===== config.mk =====
export PLATFORM = sky130hd
export DESIGN_NAME = t1_alarm_interrupt_status
export DESIGN_NICKNAME = d
export VERILOG_FILES = /design/src/inc/t1_alarm_pkg.sv /design/src/design/loop_code_detector.sv /design/src/design/message_validator.sv /design/src/design/t1_alarm_interrupt_status.sv
export SDC_FILE = /design/constraint.sdc
export NUM_CORES = 1
export LEC_CHECK = 0
export BUFFER_PORTS_ARGS = -buffer_cell sky130_fd_sc_hd__buf_2
export CORE_MARGIN = 2
export CORE_UTILIZATION = 58
export DETAILED_ROUTE_END_ITERATION = 7
export PLACE_DENSITY = 0.77
export SYNTH_ARGS = -nofsm -noshare
export SYNTH_HDL_FRONTEND = slang
export SYNTH_SLANG_ARGS = --single-unit

===== constraint.sdc =====
create_clock -name clock -period 6.9 [get_ports clock]
set_input_delay 0.345 -clock clock [delete_from_list [all_inputs] [get_ports clock]]
set_output_delay 0.345 -clock clock [all_outputs]
set_load 0.05 [all_outputs]

===== src/inc/t1_alarm_pkg.sv =====
// Purpose: Shared constants for the T1 alarm and overflow interrupt status block.
// Assumes: One 40 MHz clock; register port page and address as seen by the block.
// Notes: Every offset, bit position, reset value and timing count lives here.

package t1_alarm_pkg;

  // ***********************************************************************
  // Register map
  // ***********************************************************************
  localparam logic [3:0] REG_PAGE = 4'h4;
  localparam logic [4:0] ADDR_COUNTER_OVF = 5'h1D;
  localparam logic [4:0] ADDR_LINK_EVENT = 5'h1E;
  localparam logic [4:0] ADDR_OVF_LATCH = 5'h1F;
  localparam logic [7:0] FLAGS_RESET = 8'h00;
  localparam logic [7:0] UNMAPPED_READ = 8'h00;

  // ***********************************************************************
  // Bit positions
  // ***********************************************************************
  localparam int unsigned BIT_FRAMING = 7;
  localparam int unsigned BIT_CRC6 = 6;
  localparam int unsigned BIT_FRAME_LOSS = 5;
  localparam int unsigned BIT_REALIGN = 4;
  localparam int unsigned BIT_LINE_VIOL = 3;
  localparam int unsigned BIT_PATTERN_ERR = 2;
  localparam int unsigned BIT_PATTERN_MF = 1;
  localparam int unsigned BIT_MF_LOSS = 0;
  localparam int unsigned BIT_LINK_A = 7;
  localparam int unsigned BIT_LINK_B = 6;
  localparam int unsigned BIT_LINK_C = 5;
  localparam int unsigned BIT_LOOP_CODE = 4;
  localparam int unsigned BIT_ONE_SEC = 3;
  localparam int unsigned BIT_FIVE_SEC = 2;
  localparam int unsigned BIT_MESSAGE = 1;
  localparam int unsigned BIT_SIGNALLING = 0;
  localparam int unsigned NUM_COUNTERS = 8;

  // ***********************************************************************
  // Counter wrap and pattern constants
  // ***********************************************************************
  localparam logic [7:0] CNT_MAX = 8'hFF;
  localparam logic [7:0] CNT_ZERO = 8'h00;
  localparam int unsigned LOOP_UP_PERIOD = 5;
  localparam int unsigned LOOP_DOWN_PERIOD = 3;
  localparam logic [7:0] MSG_HEADER = 8'hFE;
  localparam int unsigned MSG_LEN = 15;
  localparam int unsigned MSG_CODE_W = 6;
  localparam int unsigned MSG_WINDOW = 10;
  localparam logic [3:0] MSG_ACCEPT = 4'h8;

  // ***********************************************************************
  // Timing
  // ***********************************************************************
  localparam int unsigned CLOCK_KHZ = 40000;
  localparam int unsigned LOOP_HOLD_MS = 48;
  localparam int unsigned LOOP_HOLD_CYCLES = LOOP_HOLD_MS * CLOCK_KHZ;
  localparam int unsigned SIG_DEBOUNCE_CYCLES = 16;

  // True when an 8-bit counter has just rolled over from all ones to zero.
  function automatic logic counter_wrapped(input logic [7:0] prev, input logic [7:0] cur);
    return (prev == CNT_MAX) && (cur == CNT_ZERO);
  endfunction

endpackage


===== src/design/loop_code_detector.sv =====
// Purpose: Detects a repeating loop-up or loop-down code held on the line for the hold time.
// Assumes: line_bit_en pulses once per received line bit.
// Notes: The pulse fires once per unbroken stretch of one code.

module loop_code_detector #(
  parameter int unsigned HOLD_CYCLES = t1_alarm_pkg::LOOP_HOLD_CYCLES
) (
  input wire logic clock,
  input wire logic rst,
  input wire logic line_bit,
  input wire logic line_bit_en,
  output logic detect_pulse
);

  localparam int unsigned CW = $clog2(HOLD_CYCLES + 1);
  localparam logic [CW-1:0] HOLD_LAST = CW'(HOLD_CYCLES - 1);

  logic [4:0] hist_ff;
  logic up_ok;
  logic down_ok;
  logic [1:0] code_now;
  logic [1:0] code_ff;
  logic [CW-1:0] hold_cnt_ff;

  // Counts ones in a five-bit window.
  function automatic logic [2:0] ones(input logic [4:0] v);
    return 3'(v[0]) + 3'(v[1]) + 3'(v[2]) + 3'(v[3]) + 3'(v[4]);
  endfunction

  // A code is present when the bit repeats its period and the period holds a single one.
  assign up_ok = (line_bit == hist_ff[t1_alarm_pkg::LOOP_UP_PERIOD-1])
    && (ones({hist_ff[3:0], line_bit}) == 3'h1);
  assign down_ok = (line_bit == hist_ff[t1_alarm_pkg::LOOP_DOWN_PERIOD-1])
    && (ones({2'h0, hist_ff[1:0], line_bit}) == 3'h1);

  // Loop-up wins, since its bits also pass the shorter test at some positions.
  assign code_now = up_ok ? 2'h2 : {1'b0, down_ok};

  // Bit history and the code seen at the last bit.
  always_ff @(posedge clock) begin
    if (rst) begin
      hist_ff <= 5'h00;
      code_ff <= 2'h0;
    end else if (line_bit_en) begin
      hist_ff <= {hist_ff[3:0], line_bit};
      code_ff <= code_now;
    end
  end

  // Hold timer restarts whenever the code breaks or switches.
  always_ff @(posedge clock) begin
    if (rst) begin
      hold_cnt_ff <= '0;
    end else if (code_ff == 2'h0 || (line_bit_en && code_ff != code_now)) begin
      hold_cnt_ff <= '0;
    end else if (hold_cnt_ff != CW'(HOLD_CYCLES)) begin
      hold_cnt_ff <= hold_cnt_ff + CW'(1); // [RULE_12]
    end
  end

  // Pulse on the step from the last count to full, so a steady bit stream still fires once.
  assign detect_pulse = (hold_cnt_ff == HOLD_LAST) && (code_ff != 2'h0)
    && !(line_bit_en && code_ff != code_now); // [RULE_12]

endmodule // loop_code_detector


===== src/design/message_validator.sv =====
// Purpose: Finds data-link messages and accepts a new one after it persists.
// Assumes: fdl_bit_en pulses once per data-link bit.
// Notes: Keeps the codes of the last ten message positions.

module message_validator (
  input wire logic clock,
  input wire logic rst,
  input wire logic facility_data_link,
  input wire logic fdl_bit_en,
  output logic new_message_pulse
);

  localparam int unsigned W = t1_alarm_pkg::MSG_CODE_W;
  localparam int unsigned N = t1_alarm_pkg::MSG_WINDOW;

  logic [t1_alarm_pkg::MSG_LEN-1:0] shift_ff;
  logic [t1_alarm_pkg::MSG_LEN-1:0] nxt_shift;
  logic [W-1:0] hist_ff [N];
  logic [N-1:0] hist_valid_ff;
  logic [W-1:0] accepted_ff;
  logic accepted_valid_ff;
  logic match;
  logic [W-1:0] code;
  logic [3:0] same;

  assign nxt_shift = {shift_ff[t1_alarm_pkg::MSG_LEN-2:0], facility_data_link};
  assign match = fdl_bit_en && (nxt_shift[14:7] == t1_alarm_pkg::MSG_HEADER) && !nxt_shift[0];
  assign code = nxt_shift[W:1];

  // Counts positions among the newest nine that agree with the new code, plus itself.
  always_comb begin
    same = 4'h1;
    for (int i = 0; i < N - 1; i++) begin
      if (hist_valid_ff[i] && hist_ff[i] == code) same = same + 4'h1;
    end
  end

  // Acceptance needs persistence and a change from the message last accepted.
  assign new_message_pulse = match && (same >= t1_alarm_pkg::MSG_ACCEPT)
    && (!accepted_valid_ff || code != accepted_ff); // [RULE_15] [RULE_16]

  // Shift register and message history.
  always_ff @(posedge clock) begin
    if (rst) begin
      shift_ff <= '0;
      hist_valid_ff <= '0;
      for (int i = 0; i < N; i++) hist_ff[i] <= '0;
    end else if (fdl_bit_en) begin
      shift_ff <= nxt_shift;
      if (match) begin
        hist_ff[0] <= code;
        for (int i = 1; i < N; i++) hist_ff[i] <= hist_ff[i-1];
        hist_valid_ff <= {hist_valid_ff[N-2:0], 1'b1};
      end
    end
  end

  // Last accepted message.
  always_ff @(posedge clock) begin
    if (rst) begin
      accepted_ff <= '0;
      accepted_valid_ff <= 1'b0;
    end else if (new_message_pulse) begin
      accepted_ff <= code;
      accepted_valid_ff <= 1'b1;
    end
  end

endmodule // message_validator


===== src/design/t1_alarm_interrupt_status.sv =====
// Purpose: Counter overflow, link event and overflow latch status registers for T1 mode.
// Assumes: Inputs synchronous to the 40 MHz clock; one-cycle read strobe from the port.
// Notes: All three registers clear on read; an event in the read cycle survives.
// Behaviour
// RULE_01: Unmasked framing error counter wrap FF to 00 sets its overflow flag.
// RULE_02: Unmasked CRC-6 error counter wrap sets its overflow flag.
// RULE_03: Unmasked out-of-frame counter wrap sets its overflow flag.
// RULE_04: Unmasked frame realignment counter wrap sets its overflow flag.
// RULE_05: Unmasked line code violation counter wrap sets its overflow flag.
// RULE_06: Unmasked test pattern error counter wrap sets its overflow flag.
// RULE_07: Unmasked test pattern multiframe counter wrap sets its overflow flag.
// RULE_08: Unmasked multiframe out-of-sync counter wrap sets its overflow flag.
// RULE_09: A mask bit of one unmasks, zero masks.
// RULE_10: Reading an interrupt register clears its flags.
// RULE_11: Link controller A, B, C interrupts set event bits 7, 6, 5.
// RULE_12: Loop-up or loop-down code held 48 ms sets the loop code flag.
// RULE_13: Rising edge of one-second status sets its flag when unmasked.
// RULE_14: Rising edge of five-second status sets its flag when unmasked.
// RULE_15: A matching data-link message differing from the last sets its flag.
// RULE_16: A new message must appear in 8 of the last 10 positions.
// RULE_17: Signalling pattern change, optionally debounced, sets its flag when unmasked.
// RULE_18: Any counter wrap sets its overflow latch bit, framing at 7.
// RULE_19: Reading the overflow latch clears it.
// RULE_20: A set arriving in the read cycle wins over the clear.

module t1_alarm_interrupt_status #(
  parameter int unsigned LOOP_HOLD_CYCLES = t1_alarm_pkg::LOOP_HOLD_CYCLES
) (
  input wire logic clock,
  input wire logic rst,
  input wire logic [3:0] page_sel,
  input wire logic [4:0] reg_addr,
  input wire logic reg_rd,
  output logic [7:0] reg_rdata,
  input wire logic [7:0] ovf_int_unmask,
  input wire logic [7:0] event_int_unmask,
  input wire logic [7:0] framing_err_count,
  input wire logic [7:0] crc6_err_count,
  input wire logic [7:0] frame_loss_count,
  input wire logic [7:0] realign_count,
  input wire logic [7:0] line_violation_count,
  input wire logic [7:0] test_pattern_err_count,
  input wire logic [7:0] test_pattern_mf_count,
  input wire logic [7:0] multiframe_loss_count,
  input wire logic link_ctrl_a_irq,
  input wire logic link_ctrl_b_irq,
  input wire logic link_ctrl_c_irq,
  input wire logic line_bit,
  input wire logic line_bit_en,
  input wire logic one_second_status,
  input wire logic five_second_status,
  input wire logic facility_data_link,
  input wire logic fdl_bit_en,
  input wire logic [3:0] signalling_pattern,
  input wire logic signalling_debounce_enable
);

  // ***********************************************************************
  // Declarations
  // ***********************************************************************
  localparam int unsigned NC = t1_alarm_pkg::NUM_COUNTERS;
  localparam logic [4:0] DEB_DONE = 5'(t1_alarm_pkg::SIG_DEBOUNCE_CYCLES);

  logic [7:0] count_now [NC];
  logic [7:0] count_prev_ff [NC];
  logic [NC-1:0] wrap;
  logic [7:0] ovf_set;
  logic [7:0] event_src;
  logic [7:0] event_set;
  logic [7:0] counter_ovf_ff;
  logic [7:0] link_event_ff;
  logic [7:0] ovf_latch_ff;
  logic [7:0] nxt_counter_ovf;
  logic [7:0] nxt_link_event;
  logic [7:0] nxt_ovf_latch;
  logic [7:0] reg_rdata_ff;
  logic page_hit;
  logic rd_ovf;
  logic rd_event;
  logic rd_latch;
  logic one_sec_prev_ff;
  logic five_sec_prev_ff;
  logic loop_detect;
  logic message_new;
  logic [3:0] sig_ref_ff;
  logic [3:0] sig_cand_ff;
  logic [4:0] sig_stable_ff;
  logic sig_change;

  // ***********************************************************************
  // Counter wrap detection
  // ***********************************************************************

  // Counter values ordered by their bit position in the overflow registers.
  assign count_now[t1_alarm_pkg::BIT_FRAMING] = framing_err_count;
  assign count_now[t1_alarm_pkg::BIT_CRC6] = crc6_err_count;
  assign count_now[t1_alarm_pkg::BIT_FRAME_LOSS] = frame_loss_count;
  assign count_now[t1_alarm_pkg::BIT_REALIGN] = realign_count;
  assign count_now[t1_alarm_pkg::BIT_LINE_VIOL] = line_violation_count;
  assign count_now[t1_alarm_pkg::BIT_PATTERN_ERR] = test_pattern_err_count;
  assign count_now[t1_alarm_pkg::BIT_PATTERN_MF] = test_pattern_mf_count;
  assign count_now[t1_alarm_pkg::BIT_MF_LOSS] = multiframe_loss_count;

  // Previous counter values, held to see the roll from all ones to zero.
  always_ff @(posedge clock) begin
    if (rst) begin
      for (int i = 0; i < NC; i++) count_prev_ff[i] <= t1_alarm_pkg::CNT_ZERO;
    end else begin
      for (int i = 0; i < NC; i++) count_prev_ff[i] <= count_now[i];
    end
  end

  // One wrap pulse per counter; each pulse is one cycle wide.
  always_comb begin
    for (int i = 0; i < NC; i++) begin
      wrap[i] = t1_alarm_pkg::counter_wrapped(count_prev_ff[i], count_now[i]); // [RULE_01]
    end
  end

  // Overflow interrupts pass only where the unmask bit is one.
  assign ovf_set = wrap & ovf_int_unmask; // [RULE_02] [RULE_03] [RULE_04] [RULE_05] [RULE_09]

  // ***********************************************************************
  // Event sources
  // ***********************************************************************

  // Edge detectors for the one- and five-second status bits.
  always_ff @(posedge clock) begin
    if (rst) begin
      one_sec_prev_ff <= 1'b0;
      five_sec_prev_ff <= 1'b0;
    end else begin
      one_sec_prev_ff <= one_second_status;
      five_sec_prev_ff <= five_second_status;
    end
  end

  // Loop code timer on the received line bits.
  loop_code_detector #(
    .HOLD_CYCLES(LOOP_HOLD_CYCLES)
  ) u_loop (
    .clock(clock),
    .rst(rst),
    .line_bit(line_bit),
    .line_bit_en(line_bit_en),
    .detect_pulse(loop_detect)
  );

  // Data-link message persistence and change check.
  message_validator u_message (
    .clock(clock),
    .rst(rst),
    .facility_data_link(facility_data_link),
    .fdl_bit_en(fdl_bit_en),
    .new_message_pulse(message_new)
  );

  // Signalling debounce: the new pattern must stand still before it counts.
  always_ff @(posedge clock) begin
    if (rst) begin
      sig_cand_ff <= 4'h0;
      sig_stable_ff <= 5'h00;
    end else if (signalling_pattern != sig_cand_ff) begin
      sig_cand_ff <= signalling_pattern;
      sig_stable_ff <= 5'h00;
    end else if (sig_stable_ff != DEB_DONE) begin
      sig_stable_ff <= sig_stable_ff + 5'h01;
    end
  end

  // Reference pattern follows each reported change.
  always_ff @(posedge clock) begin
    if (rst) begin
      sig_ref_ff <= 4'h0;
    end else if (sig_change) begin
      sig_ref_ff <= signalling_pattern;
    end
  end

  // Change seen directly, or only after the debounce time when that is on.
  assign sig_change = signalling_debounce_enable
    ? (sig_stable_ff == DEB_DONE && sig_cand_ff != sig_ref_ff)
    : (signalling_pattern != sig_ref_ff); // [RULE_17]

  // Event vector in register bit order.
  always_comb begin
    event_src = 8'h00;
    event_src[t1_alarm_pkg::BIT_LINK_A] = link_ctrl_a_irq; // [RULE_11]
    event_src[t1_alarm_pkg::BIT_LINK_B] = link_ctrl_b_irq;
    event_src[t1_alarm_pkg::BIT_LINK_C] = link_ctrl_c_irq;
    event_src[t1_alarm_pkg::BIT_LOOP_CODE] = loop_detect; // [RULE_12]
    event_src[t1_alarm_pkg::BIT_ONE_SEC] = one_second_status && !one_sec_prev_ff; // [RULE_13]
    event_src[t1_alarm_pkg::BIT_FIVE_SEC] = five_second_status && !five_sec_prev_ff; // [RULE_14]
    event_src[t1_alarm_pkg::BIT_MESSAGE] = message_new; // [RULE_15]
    event_src[t1_alarm_pkg::BIT_SIGNALLING] = sig_change;
  end

  assign event_set = event_src & event_int_unmask;

  // ***********************************************************************
  // Register port
  // ***********************************************************************

  // Read strobes for the three status registers.
  assign page_hit = reg_rd && (page_sel == t1_alarm_pkg::REG_PAGE);
  assign rd_ovf = page_hit && (reg_addr == t1_alarm_pkg::ADDR_COUNTER_OVF);
  assign rd_event = page_hit && (reg_addr == t1_alarm_pkg::ADDR_LINK_EVENT);
  assign rd_latch = page_hit && (reg_addr == t1_alarm_pkg::ADDR_OVF_LATCH);

  // Clear on read, then OR in the same cycle's events so none is lost.
  assign nxt_counter_ovf = (rd_ovf ? t1_alarm_pkg::FLAGS_RESET : counter_ovf_ff)
    | ovf_set; // [RULE_10] [RULE_20] [RULE_06] [RULE_07] [RULE_08]
  assign nxt_link_event = (rd_event ? t1_alarm_pkg::FLAGS_RESET : link_event_ff) | event_set;
  assign nxt_ovf_latch = (rd_latch ? t1_alarm_pkg::FLAGS_RESET : ovf_latch_ff)
    | wrap; // [RULE_18] [RULE_19]

  // Status flag registers.
  always_ff @(posedge clock) begin
    if (rst) begin
      counter_ovf_ff <= t1_alarm_pkg::FLAGS_RESET;
      link_event_ff <= t1_alarm_pkg::FLAGS_RESET;
      ovf_latch_ff <= t1_alarm_pkg::FLAGS_RESET;
    end else begin
      counter_ovf_ff <= nxt_counter_ovf;
      link_event_ff <= nxt_link_event;
      ovf_latch_ff <= nxt_ovf_latch;
    end
  end

  // Read data captures the value before its clear; other addresses read zero.
  always_ff @(posedge clock) begin
    if (rst) begin
      reg_rdata_ff <= t1_alarm_pkg::UNMAPPED_READ;
    end else if (reg_rd) begin
      if (rd_ovf) begin
        reg_rdata_ff <= counter_ovf_ff; // [RULE_10]
      end else if (rd_event) begin
        reg_rdata_ff <= link_event_ff;
      end else if (rd_latch) begin
        reg_rdata_ff <= ovf_latch_ff;
      end else begin
        reg_rdata_ff <= t1_alarm_pkg::UNMAPPED_READ;
      end
    end
  end

  assign reg_rdata = reg_rdata_ff;

  // ***********************************************************************
  // Assertions
  // ***********************************************************************

  // Framing counter roll with unmask set raises its flag next cycle.
  property p_framing_wrap;
    @(posedge clock) disable iff (rst)
    ($past(framing_err_count) == 8'hFF && framing_err_count == 8'h00
      && ovf_int_unmask[7]) |=> counter_ovf_ff[7];
  endproperty
  a_framing_wrap: assert property (p_framing_wrap) else $error("framing wrap not flagged"); // [RULE_01]

  // A masked multiframe bit never rises by itself.
  property p_mf_masked;
    @(posedge clock) disable iff (rst)
    (!ovf_int_unmask[1] && !counter_ovf_ff[1]) |=> !counter_ovf_ff[1];
  endproperty
  a_mf_masked: assert property (p_mf_masked) else $error("masked flag rose"); // [RULE_09]

  // A read with no new event leaves the register empty.
  property p_read_clears;
    @(posedge clock) disable iff (rst)
    (rd_ovf && ovf_set == 8'h00) |=> (counter_ovf_ff == 8'h00);
  endproperty
  a_read_clears: assert property (p_read_clears) else $error("read did not clear"); // [RULE_10]

  // Read data returns the register as it stood before the clear.
  property p_read_data;
    @(posedge clock) disable iff (rst)
    rd_ovf |=> (reg_rdata == $past(counter_ovf_ff));
  endproperty
  a_read_data: assert property (p_read_data) else $error("read data mismatch"); // [RULE_10]

  // An event in the read cycle is kept for the next read.
  property p_set_wins;
    @(posedge clock) disable iff (rst)
    (rd_event && event_set[6]) |=> link_event_ff[6];
  endproperty
  a_set_wins: assert property (p_set_wins) else $error("event lost on read"); // [RULE_20]

  // Link controller A interrupt lands in bit 7.
  property p_link_a;
    @(posedge clock) disable iff (rst)
    (link_ctrl_a_irq && event_int_unmask[7]) |=> link_event_ff[7];
  endproperty
  a_link_a: assert property (p_link_a) else $error("link A not flagged"); // [RULE_11]

  // One-second rising edge sets its flag when unmasked.
  property p_one_second;
    @(posedge clock) disable iff (rst)
    ($rose(one_second_status) && event_int_unmask[3]) |=> link_event_ff[3];
  endproperty
  a_one_second: assert property (p_one_second) else $error("one second edge missed"); // [RULE_13]

  // A multiframe out-of-sync wrap sets latch bit 0, mask or no mask.
  property p_latch_set;
    @(posedge clock) disable iff (rst)
    wrap[0] |=> ovf_latch_ff[0];
  endproperty
  a_latch_set: assert property (p_latch_set) else $error("latch not set"); // [RULE_18]

  // Reading the latch with no wrap empties it.
  property p_latch_clear;
    @(posedge clock) disable iff (rst)
    (rd_latch && wrap == 8'h00) |=> (ovf_latch_ff == 8'h00);
  endproperty
  a_latch_clear: assert property (p_latch_clear) else $error("latch not cleared"); // [RULE_19]

endmodule // t1_alarm_interrupt_status


## Yosys cells after proc, flatten, opt, wreduce, memory -nomap -nowiden

Memories as Yosys holds them, arrays and structs flattened.
Cells that the tools add are included.

- $add $sub $neg: 14
- Magnitude comparators: 1
- Equal/unequal tests: 35
- Multiplexer cells: 42
- Bitwise gates (word level): 23
- Reduce and logical (&&, ||, !) cells: 53

Operator list:

| kind | number |
|---|---|
| 8-bit 2-to-1 mux | 14 |
| 8-bit == test, second input constant | 9 |
| 8-bit logical NOT | 8 |
| 6-bit 2-to-1 mux | 10 |
| 6-bit == test | 9 |
| 1-bit logical AND | 33 |
| 4-bit 2-to-1 mux | 8 |
| 4-bit by 1-bit adder with 4-bit output, second input constant | 7 |
| 8-bit OR | 3 |
| 21-bit by 1-bit adder with 21-bit output, second input constant | 1 |
| 21-bit == test, second input constant | 1 |
| 21-bit inequality test, second input constant | 1 |
| 5-bit == test, second input constant | 4 |
| 1-bit OR | 18 |
| 8-bit AND | 2 |
| 4-bit inequality test | 3 |
| 3-bit by 1-bit adder with 3-bit output | 3 |
| 1-bit 2-to-1 mux | 8 |
| 3-bit by 1-bit == test with 1-bit output, second input constant | 2 |
| 6-bit inequality test | 1 |
| 5-bit by 1-bit adder with 5-bit output, second input constant | 1 |
| 1-bit logical NOT | 5 |
| 5-bit inequality test, second input constant | 1 |
| 4-bit by 3-bit == test with 1-bit output, second input constant | 1 |
| other kinds (11) | 15 |

- Register bits: 105
- Memory bits (writable): 124
- Bits of input ports: 106
- Word-level logic and storage cells: 186
- Memories: 2

Memories:

| memory | words | width | rd ports | clocked after Yosys merged registers in | wr ports | RTL line | RTL |
|---|---|---|---|---|---|---|---|
| count_prev_ff | 8 | 8 | 8 | 0 | 8 | t1_alarm_interrupt_status.sv:65 | `logic [7:0] count_prev_ff [NC];` |
| u_message.hist_ff | 10 | 6 | 9 | 0 | 10 | message_validator.sv:18 | `logic [W-1:0] hist_ff [N];` |

## Logic depth before layout (Yosys ltp)

An unclocked memory read counts as a cell.

- Depth in word-level cells: 25
- Mapped depth: 26
- Depth with buffers taken out: 24

## Modules after synthesis

A second synthesis with hierarchy kept.

- Cell total of the unflattened synthesis: 947
- Area total of the unflattened synthesis: 10,177.3 um2

Modules (own cells, without submodules):

| module | instances | cells each | area each (um2) | seq. area each (um2) |
|---|---|---|---|---|
| message_validator | 1 | 400 | 4,536.9 | 2,222.1 |
| t1_alarm_interrupt_status | 1 | 379 | 4,142.7 | 2,222.1 |
| loop_code_detector | 1 | 168 | 1,497.7 | 560.5 |

## Worst setup path before layout

OpenSTA, ideal clock, no wires.

- Path kind: reg-to-reg
- Start point: register u_message.shift_ff[3] (netlist bit)
- End point: register u_message.accepted_ff[0]
- Library setup time: 0.120 ns
- Arrival time: 5.239 ns
- Data required time: 6.780 ns
- Setup slack: 1.541 ns
- Cell stages (with the launch flop): 25
- Path buffers: 3
- Clock period less this slack: 5.359 ns
- Cells stage by stage: dfxtp_1 buf_2 buf_6 xnor2_1 nand2_1 nor3_1 fa_1 clkbuf_1 xnor2_2 ha_1 o21a_1 ha_1 or2b_1 o211ai_2 inv_1 ha_1 nor2_1 a21oi_2 ha_1 xor3_1 nor3b_2 o221ai_1 xor3_2 o21ai_1 a21oi_1

- Word-level cells in the longest chain between the ends: 22

Ends and longest elaborated chain:

| item | RTL line | RTL |
|---|---|---|
| start: declaration | message_validator.sv:16 | `logic [t1_alarm_pkg::MSG_LEN-1:0] shift_ff;` |
| start signal: assignment | message_validator.sv:49 | `shift_ff <= nxt_shift;` |
| 6-bit == test | message_validator.sv:34 | `if (hist_valid_ff[i] && hist_ff[i] == code) same = same + 4'h1;` |
| 1-bit logical AND | message_validator.sv:34 |  |
| 2-bit 2-to-1 mux | message_validator.sv:34 |  |
| 2-bit by 1-bit adder with 3-bit output | message_validator.sv:34 |  |
| 4-bit 2-to-1 mux | message_validator.sv:34 |  |
| 4-bit by 1-bit adder with 4-bit output | message_validator.sv:34 |  |
| 4-bit 2-to-1 mux | message_validator.sv:34 |  |
| 4-bit by 1-bit adder with 4-bit output | message_validator.sv:34 |  |
| [... 6 more ...] | n/a |  |
| 4-bit 2-to-1 mux | message_validator.sv:34 |  |
| 4-bit by 1-bit adder with 4-bit output | message_validator.sv:34 |  |
| 4-bit 2-to-1 mux | message_validator.sv:34 |  |
| 4-bit by 1-bit adder with 4-bit output | message_validator.sv:34 |  |
| 4-bit 2-to-1 mux | message_validator.sv:34 |  |
| 4-bit greater-or-equal comparator | message_validator.sv:39 | `assign new_message_pulse = match && (same >= t1_alarm_pkg::MSG_ACCEPT)` |
| 1-bit logical AND | message_validator.sv:39 |  |
| 1-bit logical AND (*) | message_validator.sv:40 | `&& (!accepted_valid_ff \|\| code != accepted_ff);` |
| end signal: assignment | message_validator.sv:64 | `accepted_ff <= code;` |
| end: declaration | message_validator.sv:20 | `logic [W-1:0] accepted_ff;` |

Mark *: on every way between the ends. The rest lies on a longest branch, timed or not.
A chain may end at the register's enable or synchronous reset.

## Final worst setup path

- Start point: register u_message.shift_ff[3] (netlist bit)
- End point: register u_message.accepted_ff[1]

The elaborated chain is that of the path after synthesis.

==> impl_results.md <==
- DP Wirelength: 13.1 mm
- Critical path launch point type: register
- Clk buf depth: 3
- Synth async-reset ratio: 0
- Top-area cell type share of the netlist area: 0.341
- Top_reg_cell synth: dfxtp_1
- Crit. End Element: register
- CTS tree: done
- Syn avg cell area: 10.5 sq um
- Critical Path Most Common Cell: ha_1
- First-pass GRT wire length: 31.8 mm
- Post-synthesis sequential area ratio: 0.505
- Total die area: 0.0181 sq mm
- Switching Fraction: 0.213
- Setup bufs post-CTS: 0
- Power per cell area: 246 mW/mm^2
- Max Freq: 166 MHz
- # IOs: 114
- Worst Tran Pin Value: 0.919 ns
- Post-layout min period: 6.03 ns
- Yosys warnings: 0
- Iter 0 DRT Violations: 456
- Post-CTS Resized: 0
- Routability cong.: 0.788
- Status: finished, final reports clean
- Max stage delay on crit path: 0.80 ns
- TritonCTS Sinks: 223
- Setup TNS: 0 ns
- Via count of the first global-routing pass: 6737
- Layout cells sized above 1: 0.180
- Worst vdd ir: 0.000192 V
- Sequence of cells on the critical path: o221ai_1, nor4_4, fa_1, xnor2_2, ha_1, o21a_1, ha_1, or2b_1, o211ai_2, inv_1, ha_1, nor2_1, a21oi_2, ha_1, xor3_1, nor3b_2, o221ai_1, xor3_2, o21ai_1, a21oi_1
- Leakage power: 4.39 nW
- DRC viols: 0
- Hold WC Path Type: in2reg
- Core area: 0.0166 sq mm
- Final setup viols: 0
- Crit path DAT: 6.40 ns
- Psw: 0.000596 W
- Final hold vios: 0
- # diodes: 0
- Gr ovfl total: 0
- Post-route ant nets: 0
- Area Growth Syn to Fin: 14.7%
- Worst skew pair latency: 0.51 ns
- Mapped Nets: 1072
- Largest net degree at the start of global routing: 93
- Int Power: 0.00220 W
- Clock skew: 0.0177 ns
- Total track usage: 0.214
- Seq pwr share: 0.502
- Critical path class: reg2reg
- Data required time at the worst endpoint: 7.26 ns
- Die width: 135 um
- Pins Over Slew Limit: 0
- Synth area leaders: dfxtp_1, edfxtp_1, nor2b_1
- Clk root buf: clkbuf_16
- Clk pwr share: 0.448
- Top-count cell post-synth: dfxtp_1
- RSZ-0062 raised after global routing: false
- Port Buffers: 113
- Place WS: 0.909 ns
- Worst Path Max Fanout: 15
- Cell taking the most area after synthesis: dfxtp_1
- Initial core utilization: 0.595
- WL final: 19.3 mm
- Row Count: 47
- Seq cells post-synth: 223
- Average wire per standard cell: 15.1 um
- Period utilization: 0.874
- Via density: 5.36
- Routed vias: 6868
- Combinational fraction of design power: 0.050
- H-tree depth: 1
- TritonCTS Buffers: 23
- Initial antenna violation count: 0
- Worst slew margin: 0.388
- Hold_buf cts: 0
- Clk pin slew, worst setup/hold paths: 0.06 ns
- Nets: 1168
- Number of flops mapped to enable cells by yosys: 54
- Cell Area, Synth: 0.00991 sq mm
- Distinct cells, synth: 68
- Synthesized instance count: 948
- Number of max-cap violations: 0
- Setup ws final: 0.867 ns
- DRT Pass-1 Iters: 5
- Die height: 135 um
- Slowest CP cell: dfxtp_1
- Top post-synthesis cells by count: dfxtp_1, nor2_1, nor2b_1
## routing by layer
layer / vias to the layer above / GRT usage / wire length (um)
li1: 3456 / - / -
met4: 0 / 0.0743 / 607
met2: 135 / 0.360 / 9060
met3: 42 / 0.0342 / 980
met5: - / 0 / 0
met1: 3235 / 0.283 / 8660
## flip-flops by register name (all words and copies together) (netlist names), 8 cells and up
register                 count
count_prev_ff               64
u_message.hist_ff           54
u_loop.hold_cnt_ff          21
u_message.shift_ff          14
u_message.hist_valid_ff      9
counter_ovf_ff               8
link_event_ff                8
ovf_latch_ff                 8
reg_rdata                    8
## final timing paths
check,startpoint,end,slack [ns],depth (start not counted)
setup reg to reg,u_message.shift_ff[3],u_message.accepted_ff[1],0.87,20
hold reg to reg,link_event_ff[2],link_event_ff[2],0.48,1
setup / recovery,u_message.shift_ff[3],u_message.accepted_ff[1],0.87,20
hold / removal,line_violation_count[4],count_prev_ff[0][28],0.05,2
## worst max-delay path, delay by kind of cell (launching register included)
family | cells | cell delay (ns)
AOI/OAI and AO/OA | 7 | 1.25
xor gates and xnor gates | 3 | 1.22
adders and majority gates | 5 | 1.62
buffers and inverters | 1 | 0.07
DFF | 1 | 0.80
and+or+nand+nor | 4 | 0.93
## layout by cell type, fill, tap and decap left out, types with 24 or more instances in the layout
cell type,netlist,routed
a21oi_1,33,33
and2_1,55,55
buf_2,7,112
clkbuf_16,0,24
dfxtp_1,169,169
edfxtp_1,54,54
mux2i_1,35,35
nand2_1,35,35
nand4_1,37,37
nor2_1,93,93
nor2b_1,80,79
xnor2_1,49,49
xor2_1,46,46
## logic make-up (layout without fill, tap and decap cells)
group           count (synthesis)  after routing  synth area share
compound gates                 90             90            0.0615
xor+xnor                      104            104             0.104
fa+ha+maj                      18             18            0.0258
buf+inv                        74            187            0.0361
flops                         223            223             0.505
mux                            44             44            0.0456
simple gates                  395            395             0.222
## final cells by class
class | count | area, sq um
well taps | 220 | 275
multi-input cells | 651 | 4570
clock inverters | 12 | 123
repair buffers | 122 | 636
flip-flops and latches | 223 | 5000
fillers | 1276 | 5280
inverters | 23 | 86.3
clock buffers | 30 | 663
## power by group through the flow
stage	clock [W]	sequential (W)	combinational, W
3_5_place_dp	0	0.00143	0.000140
2_1_floorplan	0	0.00142	0.0000892
5_1_grt	0.00133	0.00141	0.000156
3_3_place_gp	0	0.00143	0.000137
4_1_cts	0.00128	0.00141	0.000141
6_report	0.00125	0.00141	0.000140
## per-stage QoR
| stage | power (W) | hold WS, ns | instances | util | cell area (sq um) |
|---|---|---|---|---|---|
| 2_1_floorplan | 0.00151 | 0.425 | 948 | - | 9910 |
| 3_3_place_gp | 0.00157 | 0.456 | 1239 | 0.636 | 10600 |
| 3_5_place_dp | 0.00157 | 0.460 | 1239 | 0.636 | 10600 |
| 4_1_cts | 0.00282 | 0.0472 | 1281 | 0.683 | 11400 |
| 5_1_grt | 0.00289 | 0.0593 | 1281 | 0.683 | 11400 |
| 6_report | 0.00280 | 0.0537 | 1281 | 0.683 | 11400 |
Note: power is estimated with default switching activity, not from simulation.
